==> config.mk <==
export PLATFORM = sky130hd
export DESIGN_NAME = sfo_switching_ctrl
export DESIGN_NICKNAME = d
export VERILOG_FILES = /design/src/rtl/sfo_pkg.sv /design/src/rtl/sfo_switching_ctrl.sv
export SDC_FILE = /design/constraint.sdc
export NUM_CORES = 1
export LEC_CHECK = 0
export ABC_AREA = 1
export CAP_MARGIN = 5
export CORE_MARGIN = 2
export CORE_UTILIZATION = 40
export DETAILED_ROUTE_END_ITERATION = 10
export DONT_BUFFER_PORTS = 1
export SLEW_MARGIN = 20
export SYNTH_ARGS = -nofsm -noshare
export SYNTH_HDL_FRONTEND = slang
export SYNTH_HIERARCHICAL = 1
export SYNTH_SLANG_ARGS = --single-unit
==> constraint.sdc <==
create_clock -name pclk -period 7.9 [get_ports pclk]
set_input_delay 0.395 -clock pclk [delete_from_list [all_inputs] [get_ports pclk]]
set_output_delay 0.395 -clock pclk [all_outputs]
set_load 0.01 [all_outputs]
==> src/rtl/sfo_pkg.sv <==
// sfo_pkg: constants for the switching-frequency and overcurrent controller
// assumes a 40 MHz pclk and one APB slave with 32-bit data
package sfo_pkg;
    // clock and timing base
    localparam int CLK_KHZ   = 32'h9c40;          // 40000 kHz pclk
    localparam int CLK_NS    = 32'h19;            // 25 ns period
    localparam int SAMPLE_NS = 32'h4b;            // 75 ns valley sample
    localparam int SAMPLE_CYC = (SAMPLE_NS + CLK_NS - 1) / CLK_NS;
    localparam int HICCUP_MS = 32'h14;            // 20 ms hiccup hold
    localparam int HICCUP_CYC = HICCUP_MS * CLK_KHZ;
    localparam int INIT_CYC  = 32'h40;            // init sequence length
    localparam int PW        = 32'ha;             // period counter width
    localparam int EXT_TO    = 32'h200;           // no ext edge -> clock lost
    localparam logic [9:0]  MIN_PER  = 10'h008;   // shortest period allowed
    localparam logic [15:0] RAMP_AMP = 16'h1000;  // ramp amplitude, constant
    // analog-mode frequency table, kHz
    localparam logic [15:0] FREQ_TAB [16] = '{
        16'h0132, 16'h0164, 16'h0190, 16'h01bc, 16'h01f4, 16'h0226, 16'h0258, 16'h02c2,
        16'h02ee, 16'h0320, 16'h039b, 16'h03e8, 16'h0443, 16'h04b0, 16'h0535, 16'h05dc};
    localparam logic [15:0] FSW_DEF_KHZ = 16'h025f;   // 607 kHz digital default
    localparam logic [9:0]  DEF_PER = 10'(CLK_KHZ / FSW_DEF_KHZ);
    // duty caps, duty scaled to 256
    localparam logic [7:0] CAP_HALF = 8'h80;
    localparam logic [7:0] CAP_QTR  = 8'h40;
    localparam logic [7:0] CAP_8TH  = 8'h20;
    localparam logic [1:0] OC_RUN_STEP  = 2'h2;   // 3rd consecutive oc cycle
    localparam logic [1:0] CLR_RUN_STEP = 2'h3;   // 4th consecutive clear cycle
    localparam logic [6:0] LIM_STEP = 7'h08;      // limit count granularity
    // analog current-limit choices, amps
    localparam logic [7:0] OCL_FLOAT = 8'h0f;
    localparam logic [7:0] OCL_HIGH  = 8'h14;
    localparam logic [7:0] OCL_LOW   = 8'h0a;
    // register offsets
    localparam logic [7:0] A_CTRL  = 8'h00;
    localparam logic [7:0] A_FREQ  = 8'h04;
    localparam logic [7:0] A_OCLIM = 8'h08;
    localparam logic [7:0] A_STAT  = 8'h0c;
    localparam logic [7:0] A_IOUT  = 8'h10;
    localparam logic [7:0] A_PER   = 8'h14;
    // fields
    localparam int CTRL_OP_ON = 0;
    localparam int CTRL_OP_EN = 1;
    localparam int CTRL_LATCH = 2;
    localparam int CTRL_CNT   = 3;                // 3-bit limit count code
    localparam int OCL_WARN   = 8;                // warn limit at [15:8]
    localparam int ST_WARN    = 3;
    localparam int ST_FAULT   = 4;
    // reset values
    localparam logic [5:0]  CTRL_RST  = 6'h00;
    localparam logic [15:0] OCLIM_RST = 16'h1014; // warn 16 A, fault 20 A
    typedef enum logic [2:0] {
        S_INIT, S_RUN, S_HIC, S_LATCH, S_SYNCF
    } sfo_state_t;
endpackage : sfo_pkg

==> src/rtl/sfo_switching_ctrl.sv <==
// sfo_switching_ctrl: switching period, sync, shutdown and overcurrent sequencing
// assumes comparator/strap/ext clock pins are asynchronous; adc and duty inputs on pclk
`timescale 1ns/1ps

// restoring divider, free running, new quotient every W+1 cycles
module sfo_div #(
    parameter int W = 16
) (
    input  wire logic         clk,
    input  wire logic         rst_n,
    input  wire logic [W-1:0] num,
    input  wire logic [W-1:0] den,
    output logic      [W-1:0] quot
);
    logic [W-1:0]         r_reg;      // partial remainder
    logic [W-1:0]         q_reg;      // dividend shifting into quotient
    logic [$clog2(W):0]   c_reg;      // step counter
    wire  [W:0]           sh = {r_reg, q_reg[W-1]};
    wire                  ge = sh >= {1'b0, den};
    wire  [W:0]           df = sh - {1'b0, den};

    // one quotient bit per clock
    always_ff @(posedge clk or negedge rst_n) begin
        if (!rst_n) begin
            r_reg <= '0;
            q_reg <= '0;
            c_reg <= '0;
            quot  <= '0;
        end else if (c_reg == '0) begin
            r_reg <= '0;
            q_reg <= num;
            c_reg <= ($clog2(W)+1)'(W);
        end else begin
            r_reg <= ge ? df[W-1:0] : sh[W-1:0];
            q_reg <= {q_reg[W-2:0], ge};
            c_reg <= c_reg - 1'b1;
            if (c_reg == 1) begin
                quot <= {q_reg[W-2:0], ge};
            end
        end
    end
endmodule : sfo_div

module sfo_switching_ctrl #(
    parameter int HICCUP_CYCLES = sfo_pkg::HICCUP_CYC,
    parameter int EXT_TIMEOUT   = sfo_pkg::EXT_TO
) (
    input  wire logic        pclk,
    input  wire logic        presetn,
    input  wire logic        psel,
    input  wire logic        penable,
    input  wire logic        pwrite,
    input  wire logic [7:0]  paddr,
    input  wire logic [31:0] pwdata,
    output logic      [31:0] prdata,
    output logic             pready,
    output logic             pslverr,
    input  wire logic        enable_above_thr,   // enable pin comparator
    input  wire logic        bus_address_strap_floating,
    input  wire logic        frequency_set_clock_pin,
    input  wire logic        oc_comp_trip,       // fast valley comparator
    input  wire logic        current_limit_select_float,
    input  wire logic        current_limit_select_high,
    input  wire logic [9:0]  rt_adc_code,        // adc reading of freq pin
    input  wire logic [15:0] iout_adc,           // avg current, 1/16 A
    input  wire logic        iout_valid,
    input  wire logic [7:0]  duty_cmd,           // loop duty, /256
    output logic             high_side_drv,
    output logic             low_side_drv,
    output logic             conv_enable,
    output logic             set_pulse,
    output logic             oc_sample,
    output logic [15:0]      ramp_slope,
    output logic [7:0]       oc_threshold,
    output logic             fault_alert_line_n,
    output logic             analog_mode
);
    localparam int PW = sfo_pkg::PW;

    if (HICCUP_CYCLES < 1 || EXT_TIMEOUT >= (1 << PW) || EXT_TIMEOUT <= 8) begin : g_chk
        $error("sfo_switching_ctrl: parameter out of range");
    end

    // pin synchronisers: en, strap, ext clock, oc, select float, select high
    logic [5:0] s1_reg;
    logic [5:0] s2_reg;
    always_ff @(posedge pclk or negedge presetn) begin
        if (!presetn) begin
            s1_reg <= '0;
            s2_reg <= '0;
        end else begin
            s1_reg <= {current_limit_select_high, current_limit_select_float,
                       oc_comp_trip, frequency_set_clock_pin,
                       bus_address_strap_floating, enable_above_thr};
            s2_reg <= s1_reg;
        end
    end
    wire en_s  = s2_reg[0];
    wire strap_s = s2_reg[1];
    wire ext_s = s2_reg[2];
    wire oc_s  = s2_reg[3];

    // init sequence and one-shot captures
    logic [7:0] icnt_reg;
    logic       init_done_reg;
    logic       analog_reg;          // strap captured
    logic [3:0] rt_idx_reg;          // frequency index captured
    logic       locked_reg;          // ext clock present at init, analog mode only
    logic [1:0] ocsel_reg;           // {high, float} captured
    wire init_end = !init_done_reg && (icnt_reg == 8'(sfo_pkg::INIT_CYC - 1));

    // ext clock edge measurement
    logic          ext_prev_reg;
    logic [PW-1:0] ecnt_reg;         // cycles since last edge
    logic [PW-1:0] ext_per_reg;      // measured ext period
    logic          ext_seen_reg;     // clock currently present
    wire ext_rise = ext_s & ~ext_prev_reg;
    wire ext_lost = ecnt_reg == PW'(EXT_TIMEOUT);

    // registers
    logic [5:0]  ctrl_reg;
    logic [15:0] fsw_reg;
    logic [15:0] oclim_reg;
    logic [15:0] iout_reg;
    logic        warn_reg;
    logic        flt_reg;
    logic [31:0] prdata_reg;
    logic        pslverr_reg;

    // period machinery
    logic [PW-1:0] per_reg;
    logic [PW-1:0] pcnt_reg;
    logic [15:0]   div_q;
    logic [15:0]   slope_q;

    // overcurrent sequencer
    sfo_pkg::sfo_state_t state_reg;
    logic [1:0]  oc_run_reg;
    logic [1:0]  clr_run_reg;
    logic [1:0]  lvl_reg;            // 0 nominal, 3 = 0.125 cap
    logic [6:0]  oc_tot_reg;
    logic        oc_seen_reg;
    logic [$clog2(HICCUP_CYCLES+1)-1:0] hcnt_reg;

    // output flops
    logic hs_reg;
    logic ls_reg;
    logic set_reg;
    logic smp_reg;
    logic conv_reg;
    logic alert_n_reg;
    logic [7:0] thr_reg;

    // init counter and captures
    always_ff @(posedge pclk or negedge presetn) begin
        if (!presetn) begin
            icnt_reg      <= '0;
            init_done_reg <= 1'b0;
            analog_reg    <= 1'b0;
            rt_idx_reg    <= '0;
            locked_reg    <= 1'b0;
            ocsel_reg     <= '0;
        end else if (!init_done_reg) begin
            icnt_reg <= icnt_reg + 1'b1;
            if (init_end) begin
                init_done_reg <= 1'b1;
                analog_reg    <= strap_s;
                rt_idx_reg    <= rt_adc_code[9:6];
                locked_reg    <= strap_s & ext_seen_reg;
                ocsel_reg     <= s2_reg[5:4];
            end
        end
    end

    // ext period measurement, presence needs two edges unless the first comes within EXT_TIMEOUT cycles of reset
    always_ff @(posedge pclk or negedge presetn) begin
        if (!presetn) begin
            ext_prev_reg <= 1'b0;
            ecnt_reg     <= '0;
            ext_per_reg  <= sfo_pkg::DEF_PER;
            ext_seen_reg <= 1'b0;
        end else begin
            ext_prev_reg <= ext_s;
            if (ext_rise) begin
                ext_per_reg  <= ecnt_reg + 1'b1;
                ecnt_reg     <= '0;
                ext_seen_reg <= !ext_lost;
            end else if (ext_lost) begin
                ext_seen_reg <= 1'b0;
            end else begin
                ecnt_reg <= ecnt_reg + 1'b1;
            end
        end
    end

    // free-running target: table in analog, register in digital
    wire [3:0]  rt_idx  = init_done_reg ? rt_idx_reg : rt_adc_code[9:6];
    wire [15:0] tgt_khz = (init_done_reg ? analog_reg : strap_s)
                          ? sfo_pkg::FREQ_TAB[rt_idx] : fsw_reg;
    wire [15:0] div_den = (tgt_khz == '0) ? 16'h0001 : tgt_khz;
    sfo_div #(.W(16)) u_per_div (
        .clk   (pclk),
        .rst_n (presetn),
        .num   (16'(sfo_pkg::CLK_KHZ)),
        .den   (div_den),
        .quot  (div_q)
    );
    wire [PW-1:0] free_per = (div_q > 16'((1 << PW) - 1)) ? '1 :
                             (div_q[PW-1:0] < sfo_pkg::MIN_PER) ? sfo_pkg::MIN_PER :
                             div_q[PW-1:0];
    wire [PW-1:0] ext_per  = (ext_per_reg < sfo_pkg::MIN_PER) ? sfo_pkg::MIN_PER : ext_per_reg;
    wire [PW-1:0] tgt_per  = ext_seen_reg ? ext_per : free_per;

    // ramp slope follows frequency so amplitude holds
    sfo_div #(.W(16)) u_slope_div (
        .clk   (pclk),
        .rst_n (presetn),
        .num   (sfo_pkg::RAMP_AMP),
        .den   ({{(16-PW){1'b0}}, per_reg}),
        .quot  (slope_q)
    );
    assign ramp_slope = slope_q;

    // cycle timing decode
    wire          sync_lock = ext_seen_reg && (per_reg == ext_per);
    wire          cyc_end   = pcnt_reg >= per_reg - 1'b1;
    wire          smp_win   = pcnt_reg < PW'(sfo_pkg::SAMPLE_CYC);
    // ext edge inside the valley window is ignored, no runt window
    wire          wrap      = cyc_end || (sync_lock && ext_rise && !smp_win);
    wire [PW-1:0] set_w     = per_reg >> 3;
    wire          set_w_on  = pcnt_reg < set_w;

    // period counter, target loaded at init end, then one step per wrap toward target
    always_ff @(posedge pclk or negedge presetn) begin
        if (!presetn) begin
            pcnt_reg <= '0;
            per_reg  <= sfo_pkg::DEF_PER;
        end else begin
            pcnt_reg <= wrap ? '0 : pcnt_reg + 1'b1;
            if (init_end) begin
                per_reg <= tgt_per;
            end else if (init_done_reg && wrap && per_reg < tgt_per) begin
                per_reg <= per_reg + 1'b1;
            end else if (init_done_reg && wrap && per_reg > tgt_per) begin
                per_reg <= per_reg - 1'b1;
            end
        end
    end

    // duty cap and on-time
    wire [7:0] cap = (lvl_reg == 2'h1) ? sfo_pkg::CAP_HALF :
                     (lvl_reg == 2'h2) ? sfo_pkg::CAP_QTR : sfo_pkg::CAP_8TH;
    wire [7:0] duty_eff = (lvl_reg == 2'h0 || duty_cmd < cap) ? duty_cmd : cap;
    wire [PW+7:0] on_prod = duty_eff * per_reg;
    wire [PW:0]   on_end  = {1'b0, set_w} + {1'b0, on_prod[PW+7:8]};
    wire run_ok = (state_reg == sfo_pkg::S_RUN) && en_s &&
                  (analog_reg || !ctrl_reg[sfo_pkg::CTRL_OP_EN] ||
                   ctrl_reg[sfo_pkg::CTRL_OP_ON]);
    // switching starts only on a cycle boundary, stops at once
    logic live_reg;
    always_ff @(posedge pclk or negedge presetn) begin
        if (!presetn) begin
            live_reg <= 1'b0;
        end else begin
            live_reg <= run_ok && (live_reg || wrap);
        end
    end
    wire gate = run_ok && live_reg;
    wire hs_w = gate && !set_w_on && ({1'b0, pcnt_reg} < on_end);

    // overcurrent limit count, 8..64 or fixed 8 in analog
    wire [3:0] cnt_code = {1'b0, ctrl_reg[sfo_pkg::CTRL_CNT +: 3]} + 4'h1;
    wire [6:0] lim_max  = analog_reg ? sfo_pkg::LIM_STEP : {cnt_code, 3'h0};
    wire       lim_hit  = (oc_tot_reg + 1'b1) >= lim_max;
    wire       go_latch = !analog_reg && ctrl_reg[sfo_pkg::CTRL_LATCH];
    wire       sync_fail = locked_reg && !ext_seen_reg;

    // apb decode
    wire setup   = psel && !penable;
    wire wr_en   = psel && penable && pwrite && !analog_reg;
    wire wr_ctrl = wr_en && (paddr == sfo_pkg::A_CTRL);
    wire wr_freq = wr_en && (paddr == sfo_pkg::A_FREQ);
    wire wr_ocl  = wr_en && (paddr == sfo_pkg::A_OCLIM);
    wire wr_stat = wr_en && (paddr == sfo_pkg::A_STAT);
    wire clr_flt = wr_stat && pwdata[sfo_pkg::ST_FAULT];
    wire clr_wrn = wr_stat && pwdata[sfo_pkg::ST_WARN];
    wire warn_ev = iout_valid && (iout_adc > {4'h0, oclim_reg[15:8], 4'h0});
    wire trip_ev = (state_reg == sfo_pkg::S_RUN) && wrap && oc_seen_reg && lim_hit;

    // valley sample latch per cycle, comparator only
    always_ff @(posedge pclk or negedge presetn) begin
        if (!presetn) begin
            oc_seen_reg <= 1'b0;
        end else if (wrap) begin
            oc_seen_reg <= 1'b0;
        end else if (smp_win && oc_s && gate) begin
            oc_seen_reg <= 1'b1;
        end
    end

    // overcurrent sequencer
    always_ff @(posedge pclk or negedge presetn) begin
        if (!presetn) begin
            state_reg   <= sfo_pkg::S_INIT;
            oc_run_reg  <= '0;
            clr_run_reg <= '0;
            lvl_reg     <= '0;
            oc_tot_reg  <= '0;
            hcnt_reg    <= '0;
        end else begin
            case (state_reg)
                sfo_pkg::S_INIT: begin
                    if (init_end) begin
                        state_reg <= sfo_pkg::S_RUN;
                    end
                end
                sfo_pkg::S_RUN: begin
                    if (sync_fail) begin
                        state_reg <= sfo_pkg::S_SYNCF;
                    end else if (wrap && oc_seen_reg) begin
                        clr_run_reg <= '0;
                        oc_tot_reg  <= oc_tot_reg + 1'b1;
                        oc_run_reg  <= (oc_run_reg == sfo_pkg::OC_RUN_STEP) ? '0
                                       : oc_run_reg + 1'b1;
                        if (oc_run_reg == sfo_pkg::OC_RUN_STEP && lvl_reg != 2'h3) begin
                            lvl_reg <= lvl_reg + 1'b1;
                        end
                        if (lim_hit) begin
                            hcnt_reg  <= '0;
                            state_reg <= go_latch ? sfo_pkg::S_LATCH : sfo_pkg::S_HIC;
                        end
                    end else if (wrap) begin
                        oc_run_reg <= '0;
                        if (lvl_reg == 2'h0) begin
                            oc_tot_reg  <= '0;
                            clr_run_reg <= '0;
                        end else if (clr_run_reg == sfo_pkg::CLR_RUN_STEP) begin
                            clr_run_reg <= '0;
                            lvl_reg     <= lvl_reg - 1'b1;
                        end else begin
                            clr_run_reg <= clr_run_reg + 1'b1;
                        end
                    end
                end
                sfo_pkg::S_HIC: begin
                    hcnt_reg <= hcnt_reg + 1'b1;
                    if (hcnt_reg == $bits(hcnt_reg)'(HICCUP_CYCLES - 1)) begin
                        state_reg   <= sfo_pkg::S_RUN;
                        oc_run_reg  <= '0;
                        clr_run_reg <= '0;
                        lvl_reg     <= '0;
                        oc_tot_reg  <= '0;
                    end
                end
                sfo_pkg::S_LATCH: begin
                    if (clr_flt) begin
                        state_reg   <= sfo_pkg::S_RUN;
                        oc_run_reg  <= '0;
                        clr_run_reg <= '0;
                        lvl_reg     <= '0;
                        oc_tot_reg  <= '0;
                    end
                end
                sfo_pkg::S_SYNCF: begin
                    state_reg <= sfo_pkg::S_SYNCF;            // only reset leaves
                end
                default: begin
                    state_reg <= sfo_pkg::S_INIT;
                end
            endcase
        end
    end

    // writable registers and sticky flags, set beats clear
    always_ff @(posedge pclk or negedge presetn) begin
        if (!presetn) begin
            ctrl_reg  <= sfo_pkg::CTRL_RST;
            fsw_reg   <= sfo_pkg::FSW_DEF_KHZ;
            oclim_reg <= sfo_pkg::OCLIM_RST;
            iout_reg  <= '0;
            warn_reg  <= 1'b0;
            flt_reg   <= 1'b0;
        end else begin
            if (wr_ctrl) ctrl_reg <= pwdata[5:0];
            if (wr_freq) fsw_reg <= pwdata[15:0];
            if (wr_ocl) oclim_reg <= pwdata[15:0];
            if (iout_valid) iout_reg <= iout_adc;
            warn_reg <= warn_ev | (warn_reg & ~clr_wrn);
            flt_reg  <= trip_ev | (flt_reg & ~clr_flt);
        end
    end

    // read mux, captured in setup so prdata is a flop
    wire [31:0] stat_w = {21'h0, state_reg, lvl_reg, conv_reg, flt_reg, warn_reg,
                          (state_reg == sfo_pkg::S_SYNCF), ext_seen_reg, analog_reg};
    wire        hit = (paddr == sfo_pkg::A_CTRL) || (paddr == sfo_pkg::A_FREQ) ||
                      (paddr == sfo_pkg::A_OCLIM) || (paddr == sfo_pkg::A_STAT) ||
                      (paddr == sfo_pkg::A_IOUT) || (paddr == sfo_pkg::A_PER);
    wire [31:0] rd_w = (paddr == sfo_pkg::A_CTRL)  ? {26'h0, ctrl_reg} :
                       (paddr == sfo_pkg::A_FREQ)  ? {16'h0, fsw_reg} :
                       (paddr == sfo_pkg::A_OCLIM) ? {16'h0, oclim_reg} :
                       (paddr == sfo_pkg::A_STAT)  ? stat_w :
                       (paddr == sfo_pkg::A_IOUT)  ? {16'h0, iout_reg} :
                       (paddr == sfo_pkg::A_PER)   ? {{(32-PW){1'b0}}, per_reg} : 32'h0;

    always_ff @(posedge pclk or negedge presetn) begin
        if (!presetn) begin
            prdata_reg  <= '0;
            pslverr_reg <= 1'b0;
        end else if (setup) begin
            prdata_reg  <= rd_w;
            pslverr_reg <= !hit;
        end
    end
    assign prdata  = prdata_reg;
    assign pready  = 1'b1;
    assign pslverr = pslverr_reg;

    // registered pin-side outputs
    wire [7:0] thr_w = !analog_reg ? oclim_reg[7:0] :
                       ocsel_reg[1] ? sfo_pkg::OCL_HIGH :
                       ocsel_reg[0] ? sfo_pkg::OCL_FLOAT : sfo_pkg::OCL_LOW;
    always_ff @(posedge pclk or negedge presetn) begin
        if (!presetn) begin
            hs_reg      <= 1'b0;
            ls_reg      <= 1'b0;
            set_reg     <= 1'b0;
            smp_reg     <= 1'b0;
            conv_reg    <= 1'b0;
            alert_n_reg <= 1'b1;
            thr_reg     <= '0;
        end else begin
            hs_reg      <= hs_w;
            ls_reg      <= gate && !hs_w;
            set_reg     <= gate && set_w_on;
            smp_reg     <= gate && smp_win;
            conv_reg    <= run_ok;
            alert_n_reg <= !(flt_reg || warn_reg || state_reg == sfo_pkg::S_SYNCF);
            thr_reg     <= thr_w;
        end
    end
    assign high_side_drv      = hs_reg;
    assign low_side_drv       = ls_reg;
    assign set_pulse          = set_reg;
    assign oc_sample          = smp_reg;
    assign conv_enable        = conv_reg;
    assign fault_alert_line_n = alert_n_reg;
    assign oc_threshold       = thr_reg;
    assign analog_mode        = analog_reg;
endmodule : sfo_switching_ctrl

# Yosys cells after proc, flatten, opt, wreduce, memory -nomap -nowiden
# Memory sizes are Yosys's and may differ from the RTL's.
# Index checks and enable logic that the tools add are counted.
dict set report word_totals {
  register_bits 318
  romBits 256
  in_bits 86
  out_inout_bits 65
  wordCells 286
  memories 1
}
dict set report op_classes {
  addsub 17
  mul 1
  magnitude_cmp 15
  eq_ne 34
  mux 82
  bitwise 13
  n_reduce_logical 78
}
# memory depth word_bits rd rd_clocked_by_memory_dff write_ports line_no
set mem_list {}
lappend mem_list {{(name not given)} 16 16 1 0 0 sfo_switching_ctrl.sv:199} ;# ? sfo_pkg::FREQ_TAB[rt_idx] : fsw_reg;
# op count
set op_table {}
lappend op_table {{16-bit two-way mux} 15}
lappend op_table {{10-bit two-way mux} 11}
lappend op_table {{20-bit two-way mux} 3}
lappend op_table {{7-bit two-way mux} 8}
lappend op_table {{20-bit one-hot mux with 2 select lines} 1}
lappend op_table {{1-bit logical AND} 36}
lappend op_table {{2-bit two-way mux} 17}
lappend op_table {{10-bit by 1-bit adder with 10-bit output, second input constant} 3}
lappend op_table {{8-bit two-way mux} 3}
lappend op_table {{3-bit two-way mux} 7}
lappend op_table {{7-bit one-hot mux with 3 select lines} 1}
lappend op_table {{20-bit by 1-bit adder with 20-bit output, second input constant} 1}
lappend op_table {{20-bit == test, second input constant} 1}
lappend op_table {{10-bit by 4-bit less-than comparator with 1-bit output, second input constant} 2}
lappend op_table {{8-bit by 10-bit multiplier with 18-bit output} 1}
lappend op_table {{2-bit one-hot mux with 3 select lines} 3}
lappend op_table {{17-bit by 10-bit >= comparator with 1-bit output} 1}
lappend op_table {{17-bit by 16-bit >= comparator with 1-bit output} 1}
lappend op_table {{8-bit by 4-bit == test with 1-bit output, second input constant} 2}
lappend op_table {{8-bit by 5-bit == test with 1-bit output, second input constant} 2}
lappend op_table {{16-bit by 10-bit greater-than comparator with 1-bit output, second input constant} 1}
lappend op_table {{16-bit by 12-bit greater-than comparator with 1-bit output} 1}
lappend op_table {{16-bit logical NOT} 1}
lappend op_table {{16-bit by 10-bit subtractor with 16-bit output} 1}
lappend op_table {{54 further kinds} 117}

# Logic depth before layout (Yosys ltp)
dict set report depth {
  depth_word 12
  ltp_mapped 43
  depth_no_buf 43
}

# Modules after synthesis
# Netlist, hierarchy kept.
# mod instances cells_per_inst area_each_um2 seq_area_each_um2
set by_module_without_submodules {}
lappend by_module_without_submodules {sfo_switching_ctrl 1 1828 14269.9 4923.5}
lappend by_module_without_submodules {{sfo_div at u_slope_div} 1 474 3368.2 1326.3}
lappend by_module_without_submodules {{sfo_div at u_per_div} 1 485 3357.0 1326.3}

# Least setup slack after synthesis
# No wires, ideal clock.
dict set report synth_timing {
  path_kind {flip-flop to flip-flop}
  from {reg lvl_reg[0]}
  to {reg ls_reg, in the netlist low_side_drv}
  setup_ps 131
  arrival_time_ps 7003
  required_time_ps 7769
  slack_ps 766
  stages_incl_launch_ff 40
  n_path_buf 1
  synth_period_minus_slack_ps 7134
  path_cell_list {dfrtp_1 -> inv_1 -> ha_1 -> inv_1 -> ha_1 -> nand2_1 -> inv_1 -> nand2_1 -> nand2_1 -> nand2_1 -> clkbuf_1 -> o21ai_0 -> inv_1 -> nand2_1 -> fa_1 -> fa_1 -> inv_1 -> fa_1 -> (+4 left out) -> a21oi_1 -> o21ai_0 -> a21oi_1 -> o21ai_0 -> xor2_1 -> ha_1 -> nand3_1 -> nand2_1 -> a21oi_1 -> o21bai_1 -> a21oi_1 -> o21bai_1 -> nand3b_1 -> xnor2_1 -> ha_1 -> a21o_1 -> nand2_1 -> a21oi_1}
}
dict set report synth_between {
  elab_chain_len 12
  elab_cells_between_ends 14
  cone_classes {1 x add/sub; 1 x mul; 2 x order compare; 2 x eq/ne; 3 x mux; 5 x reduce/logical}
}
# item line_no
set synth_rtl {}
lappend synth_rtl {{start: declaration} sfo_switching_ctrl.sv:140} ;# logic [1:0] lvl_reg;
lappend synth_rtl {{start signal: assignment} sfo_switching_ctrl.sv:326} ;# lvl_reg <= lvl_reg + 1'b1;
lappend synth_rtl {{start signal: assignment} sfo_switching_ctrl.sv:339} ;# lvl_reg <= lvl_reg - 1'b1;
lappend synth_rtl {{2-bit == test} sfo_switching_ctrl.sv:252} ;# (lvl_reg == 2'h2) ? sfo_pkg::CAP_QTR : sfo_pkg::CAP_8TH;
lappend synth_rtl {{7-bit two-way mux} sfo_switching_ctrl.sv:252}
lappend synth_rtl {{8-bit two-way mux} sfo_switching_ctrl.sv:251} ;# wire [7:0] cap = (lvl_reg == 2'h1) ? sfo_pkg::CAP_HALF :
lappend synth_rtl {{8-bit less-than comparator} sfo_switching_ctrl.sv:253} ;# wire [7:0] duty_eff = (lvl_reg == 2'h0 || duty_cmd < cap) ? duty_cmd : cap;
lappend synth_rtl {{1-bit logical OR} sfo_switching_ctrl.sv:253}
lappend synth_rtl {{8-bit two-way mux (*)} sfo_switching_ctrl.sv:253}
lappend synth_rtl {{8-bit by 10-bit multiplier with 18-bit output (*)} sfo_switching_ctrl.sv:254} ;# wire [PW+7:0] on_prod = duty_eff * per_reg;
lappend synth_rtl {{7-bit by 10-bit adder with 11-bit output (*)} sfo_switching_ctrl.sv:255} ;# wire [PW:0] on_end = {1'b0, set_w} + {1'b0, on_prod[PW+7:8]};
lappend synth_rtl {{10-bit by 11-bit less-than comparator with 1-bit output (*)} sfo_switching_ctrl.sv:269} ;# wire hs_w = gate && !set_w_on && ({1'b0, pcnt_reg} < on_end);
lappend synth_rtl {{1-bit logical AND (*)} sfo_switching_ctrl.sv:269}
lappend synth_rtl {{1-bit logical NOT (*)} sfo_switching_ctrl.sv:434} ;# ls_reg <= gate && !hs_w;
lappend synth_rtl {{1-bit logical AND (*)} sfo_switching_ctrl.sv:434}
lappend synth_rtl {{end signal: assignment} sfo_switching_ctrl.sv:434}
lappend synth_rtl {{end: declaration} sfo_switching_ctrl.sv:147} ;# logic ls_reg;
# Every way passes the cells marked *; elsewhere a longest branch is shown, timed or not.
# A chain may end at the register's enable or synchronous reset.

# Worst setup path after layout
dict set report layout_timing {
  from {reg lvl_reg[1]}
  to {reg ls_reg, in the netlist low_side_drv}
}
# The elaborated chain is that of the path after synthesis.

==> results by stage <==
Outcome:
- The run finished with clean final reports.

Synth:
- The synthesized netlist devotes 10.18% of its cell area to compound gates.
- The count of unique library cells instantiated by Yosys is 66.
- The leading register cell type out of synthesis is dfrtp_1.
- The post-synthesis share of cell area spent on and, or, nand and nor gates is 25.76%.
- After synthesis, the share of flip-flops with an asynchronous set or reset is 100.0%.
- In the synthesized netlist, the number of instances is 2,787.
- The Yosys step of the flow raised 6 warnings.
- The synthesized design contains 0 enable-type register cells.
- The mapped netlist covers 0.02100 sq mm.
- The synthesized netlist devotes 13.59% of its cell area to adder and majority cells.
- After Yosys synthesis, XOR and XNOR cells account for 3.421% of the synthesized area.
- The dominant combinational cell family by area after synthesis is simple AND/OR/NAND/NOR gates.
- The mean area per synthesized cell is 7.533 sq um.
- After synthesis, flip-flops and latches occupy 36.08% of the total area.
- The post-synthesis register bit count is 302.
- The share of cell area taken by muxes after synthesis is 0.1073%.

Hold path:
- The worst hold path terminates at fsw_reg[13].
- The source of the worst hold timing path is pwdata[13].
- In this run the worst hold path is classified as input pin to flip-flop.
- The number of cells on the worst hold path is 2.

Layout:
- Once layout is complete, the utilization of the core stands at 45.43%.
- Relative to the synthesized area, the layout overhead comes to 11.69%.
- The post-layout instance area is 0.02345 sq mm.
- The register with the most flip-flops in the layout has 20 of them.
- The count of placed standard cells in the final layout, fillers left out is 3,562.
- Cells with a size suffix above 1 make up 6.977% of the layout.
- The net count of the finished layout is 3,137.

Drt:
- The count of nets left with antenna violations after detail routing is 0.
- The iteration count of the initial detailed-routing pass is 5.
- The routed design uses 25,180 um of met2 wire.
- Routed signal wires occupy layers up through met5.
- Summed over all nets, wire length on met3 after detailed routing comes to 3052 um.
- For this block, the initial DRC count from the detailed router was 1,215.
- The met1 wire length is 24,910 um.
- Dividing the detail-routed wire length by the instance count gives 15.38 um.
- After detailed routing, the number of vias per cell comes to 4.975.
- The detailed router placed 17,721 vias in this run.
- The remaining design rule violation count is 0.
- After detailed routing, the total wire length is 54,770 um.

Setup path:
- Data arrives at the worst endpoint at 7.84 ns.
- The worst setup path is captured at a flip-flop.
- In this run the critical register-to-register path is launched from lvl_reg[1].
- In this run the critical register-to-register path is captured at low_side_drv.
- The required time of the critical path is 8.32 ns.
- The path depth of the worst reg2reg path is 40.
- In this design, the critical path's most frequently occurring cell is nand2_1.
- Across all register-to-register paths, the minimum setup slack is 0.47 ns.
- The category of the most critical setup path is flip-flop to flip-flop.
- In this run the worst path has a maximum fanout of 14.
- The standard cell with the maximum stage delay on the critical path is fa_1.
- The launching element type of the critical path is a flip-flop.
- The maximum single-stage delay on the critical path is 0.55 ns.
- Tracing the worst setup path back leads to its startpoint at lvl_reg[1].

Global routing:
- The total global routing overflow is 0.
- The via count of the first global-routing pass is 17,288.
- The number of antenna violations at the first check in global routing is 1.
- The first global-routing pass estimated 89,360 um of wire.
- Global routing used 20.40% of the available tracks.
- The maximum number of pins on one net before global-route repair is 303.

Pwr:
- In this run switching power makes up 36.27% of total power.
- The leakage power figure is 12.18 nW.
- The internal power of the cells totals 3.493 mW.
- Registers are responsible for 36.4% of the overall power.
- Of the total power, combinational logic draws 32.4%.
- Summed over all nets, the switching power comes to 1.988 mW.
- The clock share of power is 31.2%.
- VDD sags by at most 0.0001731 V.
- The cell area power density is 233.7 mW/mm^2.

Die:
- The number of core rows is 83.
- The floorplan step defined a die boundary enclosing 0.05434 sq mm.
- The die width is 233.1 um.
- The placeable core area is 0.05161 sq mm.
- The initial core utilization is 40.68%.
- During I/O placement, the number of pins put on the boundary was 151.
- In this run the vertical extent of the chip is 233.1 um.

Clock network:
- The clock transition time at the flip-flop clock pins of the worst setup and hold paths is 0.06 ns.
- The clock insertion delay at the later pin of the skew report is 0.55 ns.
- Clock tree synthesis inserted a total of 37 buffers.
- The buffer levels on the longest clock path is 3.
- The clock net in this run drives a total of 302 sinks.
- CTS placed an instance of clkbuf_16 at the clock tree root.
- The clock tree synthesis step divided the H-tree into 2 levels.
- The CTS tree is yes.

Timing:
- The worst relative slew slack is 35.38%.
- The total count of hold-check failures in the final report is 0.
- The final setup TNS is 0 ns.
- Timing would allow up to 134.6 MHz.
- The share of the clock period used by the worst path after layout is 94.01%.
- The setup clock skew after layout is 0.01519 ns.
- The actual slew at the worst max-slew pin is 0.9665 ns.
- The total setup violations reported at the end of the flow is 0.
- The final-report max-slew violation count came to 0.
- The final period demand of the worst path is 7.427 ns.

Placement:
- The total placed instance area is 0.02171 sq mm.
- The HPWL after detailed placement is 40,780 um.
- Including well taps, the total number of placed cells is 3,451.
- Buffers placed on the I/O ports in this run total 0.
- The routability-driven placement congestion ratio is 0.9299.

Job:
- Across the run, the number of max-cap violations was 0.
[stage by stage]
stage               hold slack [ns]  worst slack, ns  power, mW
detailed placement           0.1072           0.3874      3.736
finish                      0.03098           0.4731      5.481
CTS                        0.001367           0.3687      5.519
global placement             0.1078           0.5054      3.695
floorplan                   0.09941           0.7657      3.376
global route                0.03117         -0.06043      5.922
[power groups by stage]
| stage | clock network (mW) | logic, mW | registers [mW] |
|---|---|---|---|
| after floorplan | 0 | 1.42 | 1.96 |
| after global placement | 0 | 1.68 | 2.02 |
| after detailed placement | 0 | 1.72 | 2.02 |
| after CTS | 1.75 | 1.77 | 2.00 |
| after global routing | 1.82 | 2.08 | 2.03 |
| final | 1.71 | 1.78 | 1.99 |
[kinds of logic after synthesis]
| logic type | Yosys count |
|---|---|
| and+or+nand+nor | 1255 |
| buffers and inverters | 565 |
| AOI/OAI and AO/OA | 381 |
| DFF | 302 |
| adders and majority gates | 198 |
| xor gates and xnor gates | 82 |
| other | 2 |
| muxes | 2 |
[layout make-up]
| type | instances | area, sq um |
|---|---|---|
| well taps | 680 | 850.8 |
| multi-input cells | 1973 | 11390 |
| flip-flops and latches | 302 | 7576 |
| clock inverters | 10 | 91.34 |
| inverters | 480 | 1814 |
| repair buffers | 59 | 583.1 |
| fillers | 5153 | 28160 |
| clock buffers | 57 | 1144 |
| diodes | 1 | 2.502 |
[placed cells by master, fill, tap and decap left out, drive strengths merged, types with 57 or more instances in the layout]
master	n
a21oi	84
nand3	117
xor2	59
dfrtp	287
nand2	728
o21ai	219
ha	148
clkbuf	57
nor2	287
inv	472
[cell usage after synthesis (all sizes together), types with 2 or more instances]
library cell,number,area share (%)
mux2,2,0.11
o221ai,5,0.21
nor3b,2,0.071
nor4,17,0.67
buf,41,1.4
nor3,40,0.95
a21oi,84,2.0
dfstp,15,1.9
or2,11,0.34
o22ai,16,0.48
dfrtp,287,34
a221oi,2,0.083
clkbuf,44,0.79
and2,2,0.060
inv,471,8.4
o21bai,12,0.43
clkinv,9,0.22
nand3,117,3.0
o21ai,219,5.4
o2111ai,6,0.25
ha,148,8.8
a31oi,4,0.12
a21boi,2,0.071
conb,2,0.036
o21a,5,0.18
o211ai,10,0.36
xor2,59,2.5
a211oi,2,0.071
a21o,5,0.18
fa,50,4.8
nand4,37,1.1
nand3b,12,0.43
or4,2,0.071
xnor2,23,0.96
nor2,287,5.6
nand2,728,13
[per-layer routing]
| layer | global-route usage [%] | up-vias |
|---|---|---|
| met5 | 0 | - |
| met4 | 6.369 | 2 |
| met3 | 3.967 | 88 |
| met2 | 33.35 | 367 |
| met1 | 27.23 | 8408 |
| li1 | - | 8856 |
[worst max-delay path: cells and delay by family (launching register included)]
family                     cells  cell delay [ns]
xor gates and xnor gates       2             0.36
adders and majority gates      9             3.50
and+or+nand+nor               10             0.71
AOI/OAI and AO/OA             11             1.61
DFF                            1             0.43
buffers and inverters          8             0.68
[repair_timing]
item                       4_1_cts  5_1_grt
gates resized for setup          0       12
setup endpoints to repair        0        2
hold endpoints to repair       330       19
hold buffers                    31        2
setup buffers                    0        8
[worst max path at each step]
stage	cells after the start	endpoint	slack, ns
4_1_cts	40	high_side_drv	0.37
5_1_grt	39	low_side_drv	-0.06
3_5_place_dp	41	low_side_drv	0.39
3_3_place_gp	41	low_side_drv	0.51
2_1_floorplan	39	low_side_drv	0.77
6_report	40	low_side_drv	0.47
Power figures use the tool's default switching activity.
